### src/hw/cfg_seq_pkg.sv
package cfg_seq_pkg;

    typedef enum logic [2:0]
    {
        config_device_scheme,
        passive_serial_scheme,
        passive_parallel_async_scheme,
        fast_parallel_scheme,
        test_port_scheme
    } scheme_t;

    typedef enum logic [2:0]
    {
        st_power_up,
        st_wait_request,
        st_loading,
        st_init,
        st_user
    } seq_state_t;

    localparam int BYTE_W          = 8;
    localparam int CONFIG_WORDS    = 16;
    localparam int POWER_UP_CYCLES = 16;
    localparam int INIT_CYCLES     = 8;

    // load budget: 100 ms, longest time so rounded down
    localparam int    CONFIG_LIMIT_MS     = 100;
    localparam longint SYS_CLK_HZ         = 64'h17d_7840;
    localparam longint MS_PER_S           = 64'h3e8;
    localparam int    CONFIG_LIMIT_CYCLES =
        int'(longint'(CONFIG_LIMIT_MS) * SYS_CLK_HZ / MS_PER_S);

    // fastest feed: one byte per 10 ns, budget 100 ms
    localparam longint FAST_FEED_WORDS_MAX = 64'h98_9680;

    localparam int PLL_MULT_W  = 9;
    localparam int PLL_DIV_W   = 9;
    localparam int PLL_DELAY_W = 4;
    localparam logic [PLL_MULT_W-1:0]  PLL_MULT_RESET  = 9'h001;
    localparam logic [PLL_DIV_W-1:0]   PLL_DIV_RESET   = 9'h001;
    localparam logic [PLL_DELAY_W-1:0] PLL_DELAY_RESET = 4'h0;

endpackage : cfg_seq_pkg

### src/hw/pll_chain_if.sv
`timescale 1ns/1ns
`default_nettype none
interface pll_chain_if
    import cfg_seq_pkg::*;
();
    logic                   shift_en;
    logic                   shift_bit;
    logic                   update;
    logic [PLL_MULT_W-1:0]  mult;
    logic [PLL_DIV_W-1:0]   div;
    logic [PLL_DELAY_W-1:0] delay;

    modport chain (input shift_en, shift_bit, update, output mult, div, delay);
    modport ctrl  (output shift_en, shift_bit, update, input mult, div, delay);
endinterface : pll_chain_if
`default_nettype wire

### src/hw/pll_counter_chain.sv
`timescale 1ns/1ns
`default_nettype none
module pll_counter_chain
    import cfg_seq_pkg::*;
(
    input  wire logic  sys_clk, // system clock
    input  wire logic  reset,   // synchronous, active high
    pll_chain_if.chain bus      // shift chain and live counters
);
    localparam int CHAIN_W = PLL_MULT_W + PLL_DIV_W + PLL_DELAY_W;

    logic [CHAIN_W-1:0] chain;

    // shadow chain lets new settings shift in while old ones stay live
    always_ff @(posedge sys_clk)
    begin
        if (reset)
            chain <= '0;
        else if (bus.shift_en)
            chain <= {bus.shift_bit, chain[CHAIN_W-1:1]};
    end

    always_ff @(posedge sys_clk)
    begin
        if (reset)
        begin
            bus.mult  <= PLL_MULT_RESET;
            bus.div   <= PLL_DIV_RESET;
            bus.delay <= PLL_DELAY_RESET;
        end
        else if (bus.update)
        begin
            {bus.mult, bus.div, bus.delay} <= chain;
        end
    end
endmodule : pll_counter_chain
`default_nettype wire

### src/hw/sram_config_sequencer.sv
// Function
// - user I/O stays high impedance at power-up and before and during loading
// - after loading: clear internal registers, release I/O, then run
// - two top states: command mode (power-up, wait, load plus init) and user mode
// - a dedicated pin forces user mode back to command mode, reload, rerun
// - volatile configuration must be loaded again after every power-up
// - five load schemes: memory device, serial, async parallel, fast parallel, test port
// - devices chain: chain enable out feeds next device chain enable in
// - byte-wide load at 100 MHz finishes in under 100 ms
// - a host may feed data serially or parallel, strobed or clocked
// - PLL multiply, divide, delay reloadable over a serial chain from logic or pins
// - all other logic keeps running in user mode during PLL reload
// - request pin low or test port command restarts configuration
`timescale 1ns/1ns
`default_nettype none
module sram_config_sequencer
    import cfg_seq_pkg::*;
#(
    parameter int N_WORDS      = CONFIG_WORDS,
    parameter int LIMIT_CYCLES = CONFIG_LIMIT_CYCLES
)(
    input  wire logic                    sys_clk,            // system clock
    input  wire logic                    reset,              // synchronous, active high
    input  wire logic                    reconfig_request_n, // low requests reload
    input  wire logic                    test_reconfig_cmd,  // test port reload command
    input  wire logic                    chain_enable_in_n,  // low lets this device load
    input  wire logic [2:0]              scheme_select,      // load scheme
    input  wire logic                    data_valid,         // data strobe / valid
    input  wire logic [BYTE_W-1:0]       data_in,            // data, bit 0 when serial
    input  wire logic [$clog2(N_WORDS)-1:0] cfg_read_addr,   // config store read address
    input  wire logic                    pll_src_pins,       // 1: chain fed from pins
    input  wire logic                    pll_logic_shift,    // logic-side shift enable
    input  wire logic                    pll_logic_bit,      // logic-side shift bit
    input  wire logic                    pll_logic_update,   // logic-side update
    input  wire logic                    pll_pin_shift,      // pin-side shift enable
    input  wire logic                    pll_pin_bit,        // pin-side shift bit
    input  wire logic                    pll_pin_update,     // pin-side update
    output logic                         command_mode,       // power-up, waiting, loading or initialising
    output logic                         user_mode,          // normal operation
    output logic                         io_enable,          // user I/O may drive
    output logic                         internal_reset,     // clears user registers
    output logic                         conf_done,          // store fully loaded
    output logic                         chain_enable_out_n, // enables next device
    output logic                         data_ready,         // loading with chain enabled; scheme not checked
    output logic                         config_error,       // load overran budget
    output logic [BYTE_W-1:0]            cfg_read_data,      // config store word
    output logic [PLL_MULT_W-1:0]        pll_mult,           // live multiply count
    output logic [PLL_DIV_W-1:0]         pll_div,            // live divide count
    output logic [PLL_DELAY_W-1:0]       pll_delay           // live delay count
);
    localparam int WORD_W   = $clog2(N_WORDS);
    localparam int BUDGET_W = $clog2(LIMIT_CYCLES + 1);
    localparam int PHASE_W  = $clog2(POWER_UP_CYCLES + INIT_CYCLES);
    localparam int BIT_W    = $clog2(BYTE_W);
    localparam logic [WORD_W-1:0]   LAST_WORD   = WORD_W'(N_WORDS - 1);
    localparam logic [BUDGET_W-1:0] LIMIT_LAST  = BUDGET_W'(LIMIT_CYCLES - 1);
    localparam logic [PHASE_W-1:0]  POWER_LAST  = PHASE_W'(POWER_UP_CYCLES - 1);
    localparam logic [PHASE_W-1:0]  INIT_LAST   = PHASE_W'(INIT_CYCLES - 1);
    localparam logic [BIT_W-1:0]    LAST_BIT    = BIT_W'(BYTE_W - 1);

    // serial worst case must still fit the budget at this clock
    if (N_WORDS < 2 || longint'(N_WORDS) >= FAST_FEED_WORDS_MAX ||
        N_WORDS * BYTE_W >= LIMIT_CYCLES || POWER_UP_CYCLES < 1 || INIT_CYCLES < 1)
    begin : bad_params
        $error("sram_config_sequencer: parameters out of range");
    end

    seq_state_t             state;
    seq_state_t             next_state;
    logic [PHASE_W-1:0]     phase_cnt;
    logic [WORD_W-1:0]      word_cnt;
    logic [BUDGET_W-1:0]    budget_cnt;
    logic [BIT_W-1:0]       bit_cnt;
    logic [BYTE_W-1:0]      shift_byte;
    logic                   strobe_q;
    logic [BYTE_W-1:0]      cfg_mem [N_WORDS];
    scheme_t                scheme;
    logic                   scheme_ok;
    logic                   serial;
    logic                   restart;
    logic                   take;
    logic                   byte_done;
    logic                   budget_last;
    logic [BYTE_W-1:0]      next_byte;

    pll_chain_if pll ();

    assign scheme      = scheme_t'(scheme_select);
    assign scheme_ok   = scheme_select <= 3'(test_port_scheme);
    assign serial      = scheme == passive_serial_scheme || scheme == test_port_scheme;
    assign restart     = !reconfig_request_n || test_reconfig_cmd;
    assign budget_last = budget_cnt == LIMIT_LAST;

    // strobed parallel takes one byte per rising strobe; others take per valid cycle
    always_comb
    begin
        take = 1'b0;
        if (state == st_loading && !chain_enable_in_n && scheme_ok)
        begin
            if (scheme == passive_parallel_async_scheme)
                take = data_valid && !strobe_q;
            else
                take = data_valid;
        end
    end

    assign byte_done = take && (!serial || bit_cnt == LAST_BIT);
    assign next_byte = serial ? {data_in[0], shift_byte[BYTE_W-1:1]} : data_in;

    always_comb
    begin
        next_state = state;
        case (state)
            st_power_up:
                if (phase_cnt == POWER_LAST)
                    next_state = st_wait_request;
            st_wait_request:
                if (!restart)
                    next_state = st_loading;
            st_loading:
                if (restart || budget_last)
                    next_state = st_wait_request;
                else if (byte_done && word_cnt == LAST_WORD)
                    next_state = st_init;
            st_init:
                if (restart)
                    next_state = st_wait_request;
                else if (phase_cnt == INIT_LAST)
                    next_state = st_user;
            st_user:
                if (restart)
                    next_state = st_wait_request;
            default:
                next_state = st_power_up;
        endcase
    end

    always_ff @(posedge sys_clk)
    begin
        if (reset)
            state <= st_power_up;
        else
            state <= next_state;
    end

    always_ff @(posedge sys_clk)
    begin
        if (reset || next_state != state)
            phase_cnt <= '0;
        else if (state == st_power_up || state == st_init)
            phase_cnt <= phase_cnt + 1'b1;
    end

    // every new load starts from the first word
    always_ff @(posedge sys_clk)
    begin
        if (reset || state != st_loading)
        begin
            word_cnt <= '0;
            bit_cnt  <= '0;
        end
        else if (take)
        begin
            bit_cnt <= serial ? bit_cnt + 1'b1 : '0;
            if (byte_done)
                word_cnt <= word_cnt + 1'b1;
        end
    end

    always_ff @(posedge sys_clk)
    begin
        if (reset)
            shift_byte <= '0;
        else if (take)
            shift_byte <= next_byte;
    end

    always_ff @(posedge sys_clk)
    begin
        if (reset)
            strobe_q <= 1'b0;
        else
            strobe_q <= data_valid;
    end

    // budget runs only while loading, so a stalled feeder cannot hang us
    always_ff @(posedge sys_clk)
    begin
        if (reset || state != st_loading)
            budget_cnt <= '0;
        else
            budget_cnt <= budget_cnt + 1'b1;
    end

    always_ff @(posedge sys_clk)
    begin
        if (reset)
            config_error <= 1'b0;
        else if (state == st_loading && budget_last && !restart)
            config_error <= 1'b1;
        else if (state == st_wait_request && next_state == st_loading)
            config_error <= 1'b0;
    end

    always_ff @(posedge sys_clk)
    begin
        if (byte_done)
            cfg_mem[word_cnt] <= next_byte;
    end

    always_ff @(posedge sys_clk)
    begin
        if (reset)
            cfg_read_data <= '0;
        else
            cfg_read_data <= cfg_mem[cfg_read_addr];
    end

    always_ff @(posedge sys_clk)
    begin
        if (reset)
        begin
            command_mode       <= 1'b1;
            user_mode          <= 1'b0;
            io_enable          <= 1'b0;
            internal_reset     <= 1'b1;
            conf_done          <= 1'b0;
            chain_enable_out_n <= 1'b1;
            data_ready         <= 1'b0;
        end
        else
        begin
            command_mode       <= next_state != st_user;
            user_mode          <= next_state == st_user;
            io_enable          <= next_state == st_user;
            internal_reset     <= next_state != st_user;
            conf_done          <= next_state == st_init || next_state == st_user;
            chain_enable_out_n <= !(next_state == st_init || next_state == st_user);
            data_ready         <= next_state == st_loading && !chain_enable_in_n;
        end
    end

    // PLL reload only touches the counters, never the sequencer state
    always_ff @(posedge sys_clk)
    begin
        if (reset || state != st_user)
        begin
            pll.shift_en  <= 1'b0;
            pll.shift_bit <= 1'b0;
            pll.update    <= 1'b0;
        end
        else
        begin
            pll.shift_en  <= pll_src_pins ? pll_pin_shift  : pll_logic_shift;
            pll.shift_bit <= pll_src_pins ? pll_pin_bit    : pll_logic_bit;
            pll.update    <= pll_src_pins ? pll_pin_update : pll_logic_update;
        end
    end

    pll_counter_chain u_pll_chain
    (
        .sys_clk (sys_clk),
        .reset   (reset),
        .bus     (pll.chain)
    );

    assign pll_mult  = pll.mult;
    assign pll_div   = pll.div;
    assign pll_delay = pll.delay;
endmodule : sram_config_sequencer
`default_nettype wire
### config.mk
export PLATFORM = sky130hd
export DESIGN_NAME = sram_config_sequencer
export DESIGN_NICKNAME = d
export VERILOG_FILES = /design/src/hw/cfg_seq_pkg.sv /design/src/hw/pll_chain_if.sv /design/src/hw/pll_counter_chain.sv /design/src/hw/sram_config_sequencer.sv
export SDC_FILE = /design/constraint.sdc
export NUM_CORES = 1
export LEC_CHECK = 0
export BUFFER_PORTS_ARGS = -buffer_cell sky130_fd_sc_hd__buf_2
export CAP_MARGIN = 20
export CORE_UTILIZATION = 50
export CTS_BUF_LIST = sky130_fd_sc_hd__clkbuf_4 sky130_fd_sc_hd__clkbuf_8 sky130_fd_sc_hd__clkbuf_16
export DETAILED_ROUTE_END_ITERATION = 8
export PLACE_DENSITY_LB_ADDON = 0.12
export SYNTH_ARGS = -nofsm -noshare
export SYNTH_HDL_FRONTEND = slang
export SYNTH_HIERARCHICAL = 1
export SYNTH_SLANG_ARGS = --single-unit
export TNS_END_PERCENT = 5
### constraint.sdc
create_clock -name sys_clk -period 4.8 [get_ports sys_clk]
set_clock_uncertainty 0.2 [all_clocks]
set_input_delay 0.48 -clock sys_clk [delete_from_list [all_inputs] [get_ports sys_clk]]
set_output_delay 0.48 -clock sys_clk [all_outputs]
set_load 0.005 [all_outputs]
## Yosys cells after proc, flatten, opt, wreduce, memory -nomap -nowiden

Memories as Yosys holds them, arrays and structs flattened. A register that Yosys moved wholly into a read port is not among the register bits.
Index checks and enable logic that the tools add are counted.
W data, S select, Z words.

| storage, ports and cells | value |
|---|---|
| register bits | 99 |
| bits in writable memories | 128 |
| input port bits | 28 |
| logic and storage cells | 91 |
| memories kept | 1 |

Memories:

| name | words | width | read ports | clocked after memory_dff | write ports | RTL line | text |
|---|---|---|---|---|---|---|---|
| cfg_mem | 16 | 8 | 1 | 1 | 1 | sram_config_sequencer.sv:76 | `logic [BYTE_W-1:0] cfg_mem [N_WORDS];` |

| cells by class | value |
|---|---|
| add/subtract/negate cells | 4 |
| $lt $le $gt $ge | 1 |
| equal/unequal tests | 19 |
| muxes and demuxes | 19 |
| reductions and logical operators | 27 |

Operator list:

| operator | number |
|---|---|
| $mux W3 | 8 |
| $add A22 B1 Y22 const B | 1 |
| $eq A22 B22 Y1 const B | 1 |
| $eq A3 B2 Y1 const B | 5 |
| $pmux W3 S5 | 1 |
| $eq A3 B3 Y1 const B | 4 |
| $logic_and A1 B1 Y1 | 9 |
| $logic_or A1 B1 Y1 | 9 |
| $mux W1 | 9 |
| $mux W8 | 1 |
| $eq A3 B1 Y1 const B | 2 |
| $logic_not A1 Y1 | 6 |
| $ne A3 B3 Y1 const B | 2 |
| $add A5 B1 Y5 const B | 1 |
| $eq A5 B3 Y1 const B | 1 |
| $eq A5 B4 Y1 const B | 1 |
| $add A4 B1 Y4 const B | 1 |
| $eq A4 B4 Y1 const B | 1 |
| $add A3 B1 Y3 const B | 1 |
| $le A3 B3 Y1 const B | 1 |
| $logic_not A3 Y1 | 1 |
| $ne A3 B2 Y1 const B | 1 |
| $ne A3 B3 Y1 | 1 |
| $reduce_and A2 Y1 | 1 |
| $reduce_bool A2 Y1 | 1 |

## Logic depth before layout (Yosys ltp)

Gate-level depths: netlist of run 1.

| depth | value |
|---|---|
| depth in word-level cells | 13 |
| gate-level depth with buffers | 8 |
| depth with buffers taken out | 7 |

## Modules after synthesis

The synthesis of run 1 kept the hierarchy.

By module, submodules not included:

| module | times used | cells an instance | area an instance (sq um) | sequential area each (sq um) |
|---|---|---|---|---|
| sram_config_sequencer | 1 | 504 | 7,673.6 | 5,084.9 |
| pll_counter_chain | 1 | 143 | 1,605.3 | 880.8 |

## Worst setup path before layout of run 1

No wires, ideal clock.

| timing | value |
|---|---|
| path type | register to register |
| start | register state[2] |
| end | memory cfg_mem[3][0] (enable) |
| library setup time | 383 ps |
| data arrival time | 1,863 ps |
| required time | 4,217 ps |
| path slack | 2,353 ps |
| cell stages (with the launch flop) | 6 |
| path buffers | 1 |
| clock period less this slack | 2,447 ps |
| cell sequence | dfxtp_1 buf_6 or3b_4 nor3b_4 nand4_1 nor3_1 |

| between the ends | value |
|---|---|
| longest elaborated chain between the ends | 7 |

Ends and longest elaborated chain:

| element | RTL line | text |
|---|---|---|
| start, declared | sram_config_sequencer.sv:68 | `seq_state_t state;` |
| start signal, assigned | sram_config_sequencer.sv:141 | `state <= st_power_up;` |
| start signal, assigned | sram_config_sequencer.sv:143 | `state <= next_state;` |
| $eq A3 B2 Y1 | sram_config_sequencer.sv:98 | `if (state == st_loading && !chain_enable_in_n && scheme_ok)` |
| $logic_and A1 B1 Y1 (2 in series) | sram_config_sequencer.sv:98 |  |
| $mux W1 | sram_config_sequencer.sv:98 |  |
| $logic_and A1 B1 Y1 | sram_config_sequencer.sv:107 | `assign byte_done = take && (!serial \|\| bit_cnt == LAST_BIT);` |
| $mux W1 | sram_config_sequencer.sv:207 | `if (byte_done)` |
| $mux W1 (implied by the code) | sram_config_sequencer.sv:208 | `cfg_mem[word_cnt] <= next_byte;` |
| end, declared | sram_config_sequencer.sv:76 |  |

Every way passes these cells.

## Worst setup path after layout of run 1

| timing | value |
|---|---|
| start | register state[1] |
| end | memory cfg_mem[1][0] (enable) |

The elaborated chain is that of the path after synthesis.

==> results_dict.tcl, run 1 <==
set metrics [dict create \
    via_count_of_the_first_global_routing_pass 5371 \
    synth_top_cell_by_area "edfxtp_1" \
    powerDensity_nw_per_um2 396 \
    max-vdd-ir-drop_mv 0.278 \
    layout_min_cycle_time_ns 2.96 \
    vias_per_cell 5.48 \
    largest_family_of_logic_cells_by_synthesized_area "multiplexers" \
    worst_slew_pin_slew_ns 0.833 \
    path_common_cell "and3_1" \
    final_layout_size_suffix_gt1_share_pct 22.4 \
    clk_pin_slew_ns 0.06 \
    drt_wl_total_mm 17.8 \
    synthCells 647 \
    timing_max_transition_violations_final 0 \
    share_of_the_synthesized_netlist_area_taken_by_xor_and_xnor_gates_pct 2.27 \
    path_cells "or3b_4 > nor3b_4 > and3_1 > and3_1" \
    total_negative_setup_slack_ns 0 \
    gr-usage-all-layers_pct 19.2 \
    top_level_ports 66 \
    timing.max_slew.rel_slack_pct 44.4 \
    seq_area_frac_synth_pct 64.3 \
    post-synth-top-count-cell "edfxtp_1" \
    synth_simple_gate_area_share_pct 11.5 \
    setup_viol 0 \
    syn-mean-instance-area_um2 14.3 \
    violations "DRC" \
    fin_crit_sh_pct 61.6 \
    worst_setup_path_end_kind "flop" \
    finalHoldViolCount 0 \
    cpMaxStageDelayCell "and3_1" \
    flow.area_growth_from_synthesis_pct 13.7 \
    yosysWarnings 6 \
    clock_tree.buffer_depth 3 \
    synth-compound-area-share_pct 1.90 \
    final_antenna_net_count 0 \
    ctsResizeCount 0 \
    critPathKind "reg2reg" \
    distinct_cell_type_count_of_the_synthesized_netlist 48 \
    synth_top_area_share_pct 41.4 \
    postLayoutCellArea_um2 10500 \
    maxClockFrequency_mhz 338 \
    total_leakage_power_uw 0.00368 \
    grt-ovfl-total 0 \
    die_x_um 138 \
    cts_setup_buffers 0 \
    synthesis.nets 684 \
    detail_route.drc_violations 8 \
    detailroute.via_count 5246 \
    number_of_buffers_inserted_during_clock_tree_synthesis 25 \
    worst-path-max-fanout 15 \
    muxShareOfSynthArea_pct 15.7 \
    clockRootBuffer "clkbuf_16" \
    placedInstanceArea_um2 9670 \
    numPortBuffers 65 \
    synth-edff-count 128 \
    antenna_cells_inserted 0 \
    cp.required_ns 4.73 \
    gpl.final_weighted_congestion 0.774 \
    hold_buffers 2 \
    floorplan.die.height_um 138 \
    synthAdderAreaFrac_pct 1.32 \
    placeableCoreArea_um2 18100 \
    synth_cell_area_um2 9280 \
    synth_top_flop_cell "edfxtp_1" \
    initial_utilization_pct 51.3 \
    final_util_pct 58.3 \
    cts_sink_cnt 234 \
    synth-async-reset-ratio_pct 0 \
    synth_common_cells "edfxtp_1, dfxtp_1, nor2_1" \
    worst_hold_path_type "in2reg" \
    grt_setup_unrepaired "false" \
    grt_antenna_before_repair 0 \
    critical_path_arrival_ns 2.89 \
    top_area_cells_in_the_synthesized_netlist "edfxtp_1, dfxtp_1, mux4_2, mux2i_1, nor2_1" \
    placementRows 49 \
    cts_tree "yes" \
    place.detailed.hpwl_mm 11.5 \
    critical_path.top_delay_family "simple AND/OR/NAND/NOR gates" \
    drt-wirelength-per-cell_um 18.6 \
    cp-start-kind "flop" \
    drt_iter0_drc 424 \
    clk-insertion-delay-late_ns 0.50 \
    n_fill_cell 1402 \
    htreeDepth 1 \
    synth_seq_cells 234 \
    drt_pre_antenna_iters 6 \
    maximum_number_of_pins_on_one_net_before_global_route_repair 54 \
    dieArea_um2 19100 \
    drv.max_cap_violation_count 0 \
    grt_pass1_wl_mm 28.6 \
    num-nets-final 748 \
    status "finished, violations left" \
    crit_path_max_incr_delay_ns 0.66 \
    cp.buffers_inverters 0 \
]
## placed cells by master (no fill, tap or decap), drive strengths merged, types with 2 or more instances in the layout
master	synthesis	layout
clkbuf	11	32
mux2i	47	47
mux2	8	8
xor2	13	13
nor2b	20	20
o21ai	6	6
a21o	2	2
a211o	2	2
edfxtp	128	128
nor2	91	91
and3	17	17
dlygate4sd3	0	2
bufinv	0	3
dfxtp	106	106
nand3b	5	5
and2	3	3
nand4	7	7
nand2	15	15
or3	4	4
inv	8	9
ha	9	9
nand3	16	16
and4	5	5
xnor2	11	11
nor4	2	2
buf	24	70
nor3b	3	3
a21oi	12	12
clkinv	0	8
nand2b	2	2
nor3	17	17
mux4	40	40
## registers in the layout, indices dropped and copies added (netlist names), 3 cells and up
signal	count
cfg_mem	128
u_pll_chain/bus.div	9
u_pll_chain/bus.delay	4
shift_byte	7
bit_cnt	3
budget_cnt	22
u_pll_chain/chain	22
cfg_read_data	8
u_pll_chain/bus.mult	9
phase_cnt	5
state	3
word_cnt	4
## per-layer routing
metal / vias up / global-route usage, % / routed length [um]
li1: 2517 / - / -
met1: 2589 / 25.5 / 7780
met2: 125 / 33.5 / 8900
met3: 15 / 2.94 / 938
met4: 0 / 4.08 / 222
met5: - / 0 / 0
## layout make-up
class	count	area (um2)	area share (%)
Sequential cell	234	5970	56.6
Multi-Input combinational cell	370	3040	28.8
Clock buffer	32	691	6.55
Timing Repair Buffer	72	393	3.72
Tap cell	229	287	2.72
Clock inverter	13	141	1.34
Inverter	8	30.0	0.285
## where the power goes
part | internal [uW] | leakage (uW) | switching, uW
logic | 63.0 | 0.00125 | 78.0
clock network | 1180 | 0.000414 | 734
registers | 2130 | 0.00201 | 3.90
## cell families (layout without fill, tap and decap cells)
group                    after synthesis  in the layout
AND/OR/NAND/NOR                      212            212
adder cells (fa/ha/maj)               10             10
buffers and inverters                 43            125
flip-flops                           234            234
multiplexers                          95             95
AO/OA/AOI/OAI                         29             29
XOR/XNOR                              24             24
## tightest hold or removal path, cell delays in order
cell     delay (ns)
buf_2          0.08
mux2i_1        0.06
nor2_1         0.07
## worst paths after layout
| path | from | end | slack, ns | cells after the start |
|---|---|---|---|---|
| worst max register to register | state[1]$_SDFF_PP0_ | cfg_mem[1][0]$_DFFE_PP_ | 1.84 | 4 |
| worst min-delay path | pll_pin_update | pll.update$_SDFF_PP0_ | 0.03 | 3 |
| worst max-delay path | state[1]$_SDFF_PP0_ | cfg_mem[1][0]$_DFFE_PP_ | 1.84 | 4 |
| worst min register to register | budget_cnt[0]$_SDFF_PP0_ | budget_cnt[0]$_SDFF_PP0_ | 0.27 | 1 |
## metrics by stage
stage	total power, uW	cells	hold slack [ns]	worst slack (ns)
2_1_floorplan	2270	647	0.226	2.35
3_3_place_gp	2310	909	0.238	1.89
3_5_place_dp	2310	909	0.256	1.72
4_1_cts	4220	956	0.0101	1.68
5_1_grt	4320	958	0.0313	1.68
6_report	4180	958	0.0290	1.84
No activity file was read; power rests on OpenSTA's default activity.
==> run 2: changes to the inputs <==
--- a/config.mk
+++ b/config.mk
@@ -5,6 +5,7 @@
 export SDC_FILE = /design/constraint.sdc
 export NUM_CORES = 1
 export LEC_CHECK = 0
+export ABC_AREA = 1
 export BUFFER_PORTS_ARGS = -buffer_cell sky130_fd_sc_hd__buf_2
 export CAP_MARGIN = 20
 export CORE_UTILIZATION = 50
==> constraint.sdc (replaced) <==
create_clock -name sys_clk -period 3 [get_ports sys_clk]
set_clock_uncertainty 0.2 [all_clocks]
set_input_delay 0.3 -clock sys_clk [delete_from_list [all_inputs] [get_ports sys_clk]]
set_output_delay 0.3 -clock sys_clk [all_outputs]
set_load 0.005 [all_outputs]
==> run 2 against run 1 <==
Effect of this change:
- the flow now finishes without violations
- count of clock-buffer cells in the layout did not move
- die area increased by 3.2%
- routed wire length increased by 13%
- area after synthesis grew 3.2%
- via count is 32% higher
- fmax grew 19%
- design area up 5.3%
- first-iteration DRC count is 15% lower
- worst hold slack improved by 0.017 ns
- largest cell class unchanged
- largest power group unchanged
==> results_dict.tcl, run 2 <==
set metrics [dict create \
    cts_tree "yes" \
    finalHoldViolCount 0 \
    initial_utilization_pct 51.0 \
    gpl.final_weighted_congestion 0.846 \
    drt_wl_total_mm 20.2 \
    biggestRegsByFlops "cfg_mem x128, budget_cnt x22, u_pll_chain/chain x22" \
    placeableCoreArea_um2 18800 \
    total_leakage_power_uw 0.00417 \
    path_common_cell "inv_2" \
    max-vdd-ir-drop_mv 0.397 \
    status "finished clean" \
    cts_setup_buffers 0 \
    cp.buffers_inverters 3 \
    drv.max_cap_violation_count 0 \
    min_to "io_enable$_SDFF_PP0_" \
    count_of_placed_standard_cells_including_taps 1278 \
    layout_min_cycle_time_ns 2.49 \
    cts_sink_cnt 234 \
    clk_pin_slew_ns 0.06 \
    via_count_of_the_first_global_routing_pass 6376 \
    synth_top_area_share_pct 40.1 \
    synth_top_cell_by_area "edfxtp_1" \
    grt_setup_unrepaired "false" \
    critical_path_arrival_ns 2.44 \
    regToRegSetupSlack_ns 0.51 \
    dieArea_um2 19700 \
    detailroute.via_count 6908 \
    number_of_buffers_inserted_during_clock_tree_synthesis 25 \
    crit_path_max_incr_delay_ns 0.53 \
    total_power_after_layout_uw 6690 \
    synthCells 994 \
    worst-path-max-fanout 17 \
    final_antenna_net_count 0 \
    largest_register "cfg_mem" \
    clock_tree.buffer_depth 3 \
    distinct_cell_type_count_of_the_synthesized_netlist 42 \
    worst_hold_path_type "in2reg" \
    grt_pass1_wl_mm 32.4 \
    grt-ovfl-total 0 \
    synth_seq_cells 234 \
    path_cells "inv_2 > nand3_2 > nor2_2 > nand2_2 > inv_2 > nand2_4 > inv_2 > nand2_1 > nor2_1" \
    synth-edff-count 128 \
    vias_per_cell 5.16 \
    place.detailed.hpwl_mm 12.9 \
    syn-mean-instance-area_um2 9.64 \
    seq_area_frac_synth_pct 62.3 \
    flow.area_growth_from_synthesis_pct 16.0 \
    clockRootBuffer "clkbuf_16" \
    cp-start-kind "flop" \
    gr-usage-all-layers_pct 20.8 \
    final_layout_size_suffix_gt1_share_pct 15.9 \
    timing.reg2reg.worst_path_depth 9 \
    critical_path.top_delay_family "simple AND/OR/NAND/NOR gates" \
    detail_route.drc_violations 0 \
    synthesis.nets 1031 \
    cpMaxStageDelayCell "nor2_1" \
    top_area_cells_in_the_synthesized_netlist "edfxtp_1, dfxtp_1, nor2_1, nand2_1, o21ai_0" \
    worst_slew_pin_slew_ns 0.700 \
    antenna_cells_inserted 0 \
    yosysWarnings 6 \
    total_negative_setup_slack_ns 0 \
    fin_crit_sh_pct 83.1 \
    synth_cell_area_um2 9580 \
    rr_endpoint "cfg_mem[2][2]$_DFFE_PP_" \
    top_level_ports 66 \
    numPortBuffers 65 \
    drt-wirelength-per-cell_um 15.1 \
    floorplan.die.height_um 140 \
    synth_top_flop_cell "edfxtp_1" \
    final_cells 1338 \
    maximum_number_of_pins_on_one_net_before_global_route_repair 64 \
    ctsResizeCount 0 \
    setup_viol 0 \
    timing_max_transition_violations_final 0 \
    drt_pre_antenna_iters 5 \
    post-synth-top-count-cell "nor2_1" \
    final_common_cell "nor2_1" \
    critPathKind "reg2reg" \
    timing.max_slew.rel_slack_pct 53.2 \
    mostFrequentLayoutCells "nor2_1, nand2_1, edfxtp_1" \
    htreeDepth 1 \
    hold_path_startpoint "reset" \
    drt_iter0_drc 360 \
    cp.required_ns 2.94 \
    placementRows 50 \
    powerDensity_nw_per_um2 602 \
    clk-insertion-delay-late_ns 0.51 \
    die_x_um 140 \
    worstSetupStartpoint "state[2]$_SDFF_PP0_" \
    r2r-start "state[2]$_SDFF_PP0_" \
    num-nets-final 1123 \
    synth-async-reset-ratio_pct 0 \
    grt_antenna_before_repair 1 \
    worst_setup_path_end_kind "flop" \
    synth_common_cells "nor2_1, nand2_1, edfxtp_1" \
    maxClockFrequency_mhz 401 \
    hold-path-cell-count 2 \
    flip_flop_count_of_the_largest_register_after_layout 128 \
]
## run 2: cell types whose count changed after synthesis, sizes merged, moves of 12 or more
| cell | before | now |
|---|---|---|
| and3 | 17 | 0 |
| a21oi | 12 | 34 |
| o221ai | 0 | 26 |
| nor3 | 17 | 5 |
| mux2i | 47 | 1 |
| inv | 8 | 89 |
| nor2b | 20 | 0 |
| nand3 | 16 | 33 |
| mux4 | 40 | 0 |
| nor2 | 91 | 214 |
| nand2 | 15 | 168 |
| o21ai | 6 | 87 |
## run 2: cell families (layout without fill, tap and decap cells)
logic type               after synthesis  count (layout)  synth area share (%)
XOR/XNOR                               6               6                 0.549
adder cells (fa/ha/maj)                9               9                  1.18
multiplexers                           1               1                 0.104
AND/OR/NAND/NOR                      439             439                  19.1
AO/OA/AOI/OAI                        170             170                  10.5
buffers and inverters                135             245                  6.27
flip-flops                           234             234                  62.3
## run 2: worst max-delay path by stage
stage	end	cells after the start
floorplan	cfg_mem[3][0]$_DFFE_PP_	9
global placement	cfg_mem[1][6]$_DFFE_PP_	9
detailed placement	cfg_mem[2][5]$_DFFE_PP_	9
CTS	cfg_mem[1][6]$_DFFE_PP_	9
global route	cfg_mem[1][4]$_DFFE_PP_	9
finish	cfg_mem[2][2]$_DFFE_PP_	9
## run 2: layout make-up
type	count	area (um2)
well taps	234	293
multi-input cells	625	3010
inverters	90	338
clock inverters	13	120
flip-flops and latches	234	5970
clock buffers	32	678
fillers	1633	7660
repair buffers	110	701
## run 2: routing by layer
layer  vias up  wire length (um)  GRT usage, %
met2       175              8660          31.6
met1      3178              9820          30.0
met5         -                 8             0
li1       3513                 -             -
met3        40              1240          4.38
met4         2               485          6.36
## run 2: report_power, final
part           switching [uW]  internal (uW)
Combinational             203            100
Sequential               5.17           3400
Clock                    1210           1770
Total                    1420           5270
## run 2: per-stage QoR
step | instance area, um2 | setup WS [ns] | hold slack (ns) | util, %
after floorplan | 9580 | 0.962 | 0.207 | -
after global placement | 10200 | 0.624 | 0.237 | 54.1
after detailed placement | 10200 | 0.535 | 0.242 | 54.1
after CTS | 11100 | 0.503 | 0.0388 | 59.2
after global routing | 11100 | 0.327 | 0.0422 | 59.2
final | 11100 | 0.507 | 0.0459 | 59.2
## run 2: repair_timing
item	in CTS	in global routing
hold endpoints to repair	8	0
hold buffers	15	0
endpoints found under the setup margin	0	0
## run 2: worst register-to-register path, cell delays in order (launching register included)
cell and delay, ns:
dfxtp_1 0.37, inv_2 0.11, nand3_2 0.11, nor2_2 0.13, nand2_2 0.21, inv_2 0.18, nand2_4 0.09, inv_2 0.08
nand2_1 0.12, nor2_1 0.53
==> run 3: changes to the inputs <==
==> constraint.sdc (replaced) <==
create_clock -name sys_clk -period 2.2 [get_ports sys_clk]
set_clock_uncertainty 0.2 [all_clocks]
set_input_delay 0.22 -clock sys_clk [delete_from_list [all_inputs] [get_ports sys_clk]]
set_output_delay 0.22 -clock sys_clk [all_outputs]
set_load 0.005 [all_outputs]
==> run 3 against run 2 <==
Effect of this change:
- global-route usage is 1.2 points higher
- largest cell class unchanged
- flip-flop and latch count stayed put
- register-to-register slack worse by 0.45 ns
- count of clock-buffer cells in the layout is 3 lower
- largest power group is now the clock network
- die area stayed put
- via count is 1.8% higher
==> results_dict.tcl, run 3 (synthesized netlist as in run 2, its figures left out) <==
set metrics [dict create \
    status "finished clean" \
    powerDensity_nw_per_um2 856 \
    worst-path-max-fanout 8 \
    detailroute.via_count 7031 \
    worst_setup_path_end_kind "flop" \
    ff_latch_area_um2 5970 \
    vias_per_cell 5.21 \
    timing_max_transition_violations_final 0 \
    num-nets-final 1132 \
    cp.buffers_inverters 2 \
    gr-usage-all-layers_pct 22.0 \
    drt-wirelength-per-cell_um 15.6 \
    flow.area_growth_from_synthesis_pct 19.4 \
    final_layout_size_suffix_gt1_share_pct 17.6 \
    critical_path_arrival_ns 2.11 \
    layout_min_cycle_time_ns 2.15 \
    grt_antenna_before_repair 0 \
    clk_pin_slew_ns 0.06 \
    placementRows 50 \
    cpMaxStageDelayCell "nor2_2" \
    share_of_power_burned_in_combinational_logic_pct 4.6 \
    final_common_cell "nor2_1" \
    grt_pass1_wl_mm 34.1 \
    dieArea_um2 19700 \
    die_x_um 140 \
    clock_tree.buffer_depth 3 \
    timing.max_slew.rel_slack_pct 52.0 \
    crit_path_max_incr_delay_ns 0.44 \
    gpl.final_weighted_congestion 0.827 \
    detail_route.drc_violations 0 \
    fin_crit_sh_pct 97.6 \
    path_common_cell "ha_1" \
    initial_utilization_pct 51.0 \
    cp.required_ns 2.16 \
    place.detailed.hpwl_mm 13.6 \
    numPortBuffers 65 \
    biggestRegsByFlops "cfg_mem x128, budget_cnt x22, u_pll_chain/chain x22" \
    final_antenna_net_count 0 \
    maxClockFrequency_mhz 466 \
    drt_wl_total_mm 21.1 \
    htreeDepth 1 \
    drt_pre_antenna_iters 6 \
    total_negative_setup_slack_ns 0 \
    via_count_of_the_first_global_routing_pass 6791 \
    placeableCoreArea_um2 18800 \
    cp-start-kind "flop" \
    finalHoldViolCount 0 \
    cts_tree "yes" \
    antenna_cells_inserted 0 \
    n_fill_cell 1564 \
    placedInstanceArea_um2 10300 \
    sequentialPowerShare_pct 47.4 \
    postLayoutCellArea_um2 11400 \
    maximum_number_of_pins_on_one_net_before_global_route_repair 65 \
    clk-insertion-delay-late_ns 0.52 \
    number_of_buffers_inserted_during_clock_tree_synthesis 26 \
    worst_slew_pin_slew_ns 0.719 \
    final_worst_slack_ns 0.0537 \
    cts_sink_cnt 234 \
    power.share.clock_pct 48.0 \
    largest_register "cfg_mem" \
    p_sw_uw 2030 \
    critical_path.top_delay_family "simple AND/OR/NAND/NOR gates" \
    max-vdd-ir-drop_mv 0.513 \
    total_leakage_power_uw 0.00428 \
    drv.max_cap_violation_count 0 \
    mostFrequentLayoutCells "nor2_1, nand2_1, edfxtp_1" \
    switching_share_pct 20.7 \
    intPower_uw 7770 \
    flip_flop_count_of_the_largest_register_after_layout 128 \
    critPathKind "reg2reg" \
    drt_iter0_drc 414 \
    multi_input_area_um2 3050 \
    cts_setup_buffers 0 \
    floorplan.die.height_um 140 \
    grt_setup_unrepaired "true" \
    worst_hold_path_type "in2reg" \
    top_level_ports 66 \
    clockRootBuffer "clkbuf_16" \
    setup_viol 0 \
    grt-ovfl-total 0 \
    path_cells "ha_1 > ha_1 > inv_1 > nand4_1 > nand2_4 > inv_2 > nand2_1 > nor2_2" \
    dp_slack_ns -0.116 \
]
==> run 3: path summary, 6_finish.rpt <==
check	slack, ns	cells past startpoint	from	endpoint
setup / recovery	0.05	8	bit_cnt[1]$_SDFFE_PP0P_	cfg_mem[5][5]$_DFFE_PP_
hold / removal	0.05	4	data_in[1]	cfg_mem[2][1]$_DFFE_PP_
setup reg to reg	0.05	8	bit_cnt[1]$_SDFFE_PP0P_	cfg_mem[5][5]$_DFFE_PP_
hold reg to reg	0.26	2	u_pll_chain/bus.div[0]$_SDFFE_PP1P_	u_pll_chain/bus.div[0]$_SDFFE_PP1P_
==> run 3: area by class of cell <==
type,count,share of cell area [%]
sequential,234,52.1
multi-input combinational,625,26.6
timing repair buffer,118,7.43
clock buffer,29,6.04
inverter,90,2.95
tap,234,2.56
clock inverter,19,2.24
==> run 3: power by group through the flow <==
stage | clock [uW] | combinational [uW] | sequential [uW]
3_5_place_dp | 0 | 433 | 4740
4_1_cts | 4770 | 456 | 4640
3_3_place_gp | 0 | 432 | 4740
5_1_grt | 4960 | 501 | 4640
2_1_floorplan | 0 | 228 | 4740
6_report | 4700 | 455 | 4640
==> run 3: stage by stage <==
step | instances | total power, uW | utilization [%] | hold slack [ns]
floorplan | 994 | 4970 | - | 0.127
global placement | 1282 | 5170 | 54.7 | 0.237
detailed placement | 1282 | 5170 | 54.7 | 0.245
CTS | 1349 | 9870 | 60.9 | 0.0416
global route | 1349 | 10100 | 61.0 | 0.0606
finish | 1349 | 9800 | 61.0 | 0.0466
==> run 3: what timing repair did <==
item / CTS / global route
pin swaps: 0 / 0
endpoints found under the setup margin: 76 / 97
resized for setup: 8 / 7
endpoints found under the hold margin: 23 / 0
hold buffers: 19 / 0
==> run 3: layer usage <==
| metal | global-route usage [%] | vias to the layer above | part of all wire, % |
|---|---|---|---|
| li1 | - | 3538 | - |
| met1 | 30.5 | 3278 | 47 |
| met2 | 35.8 | 184 | 46 |
| met3 | 3.49 | 31 | 5.7 |
| met4 | 6.30 | 0 | 2.0 |
| met5 | 0 | - | 0 |
==> run 3: tightest hold or removal path, delay by kind of cell <==
kind            cells  cell delay (ns)
compound gates      1             0.12
buf+inv             2             0.25
simple gates        1             0.04
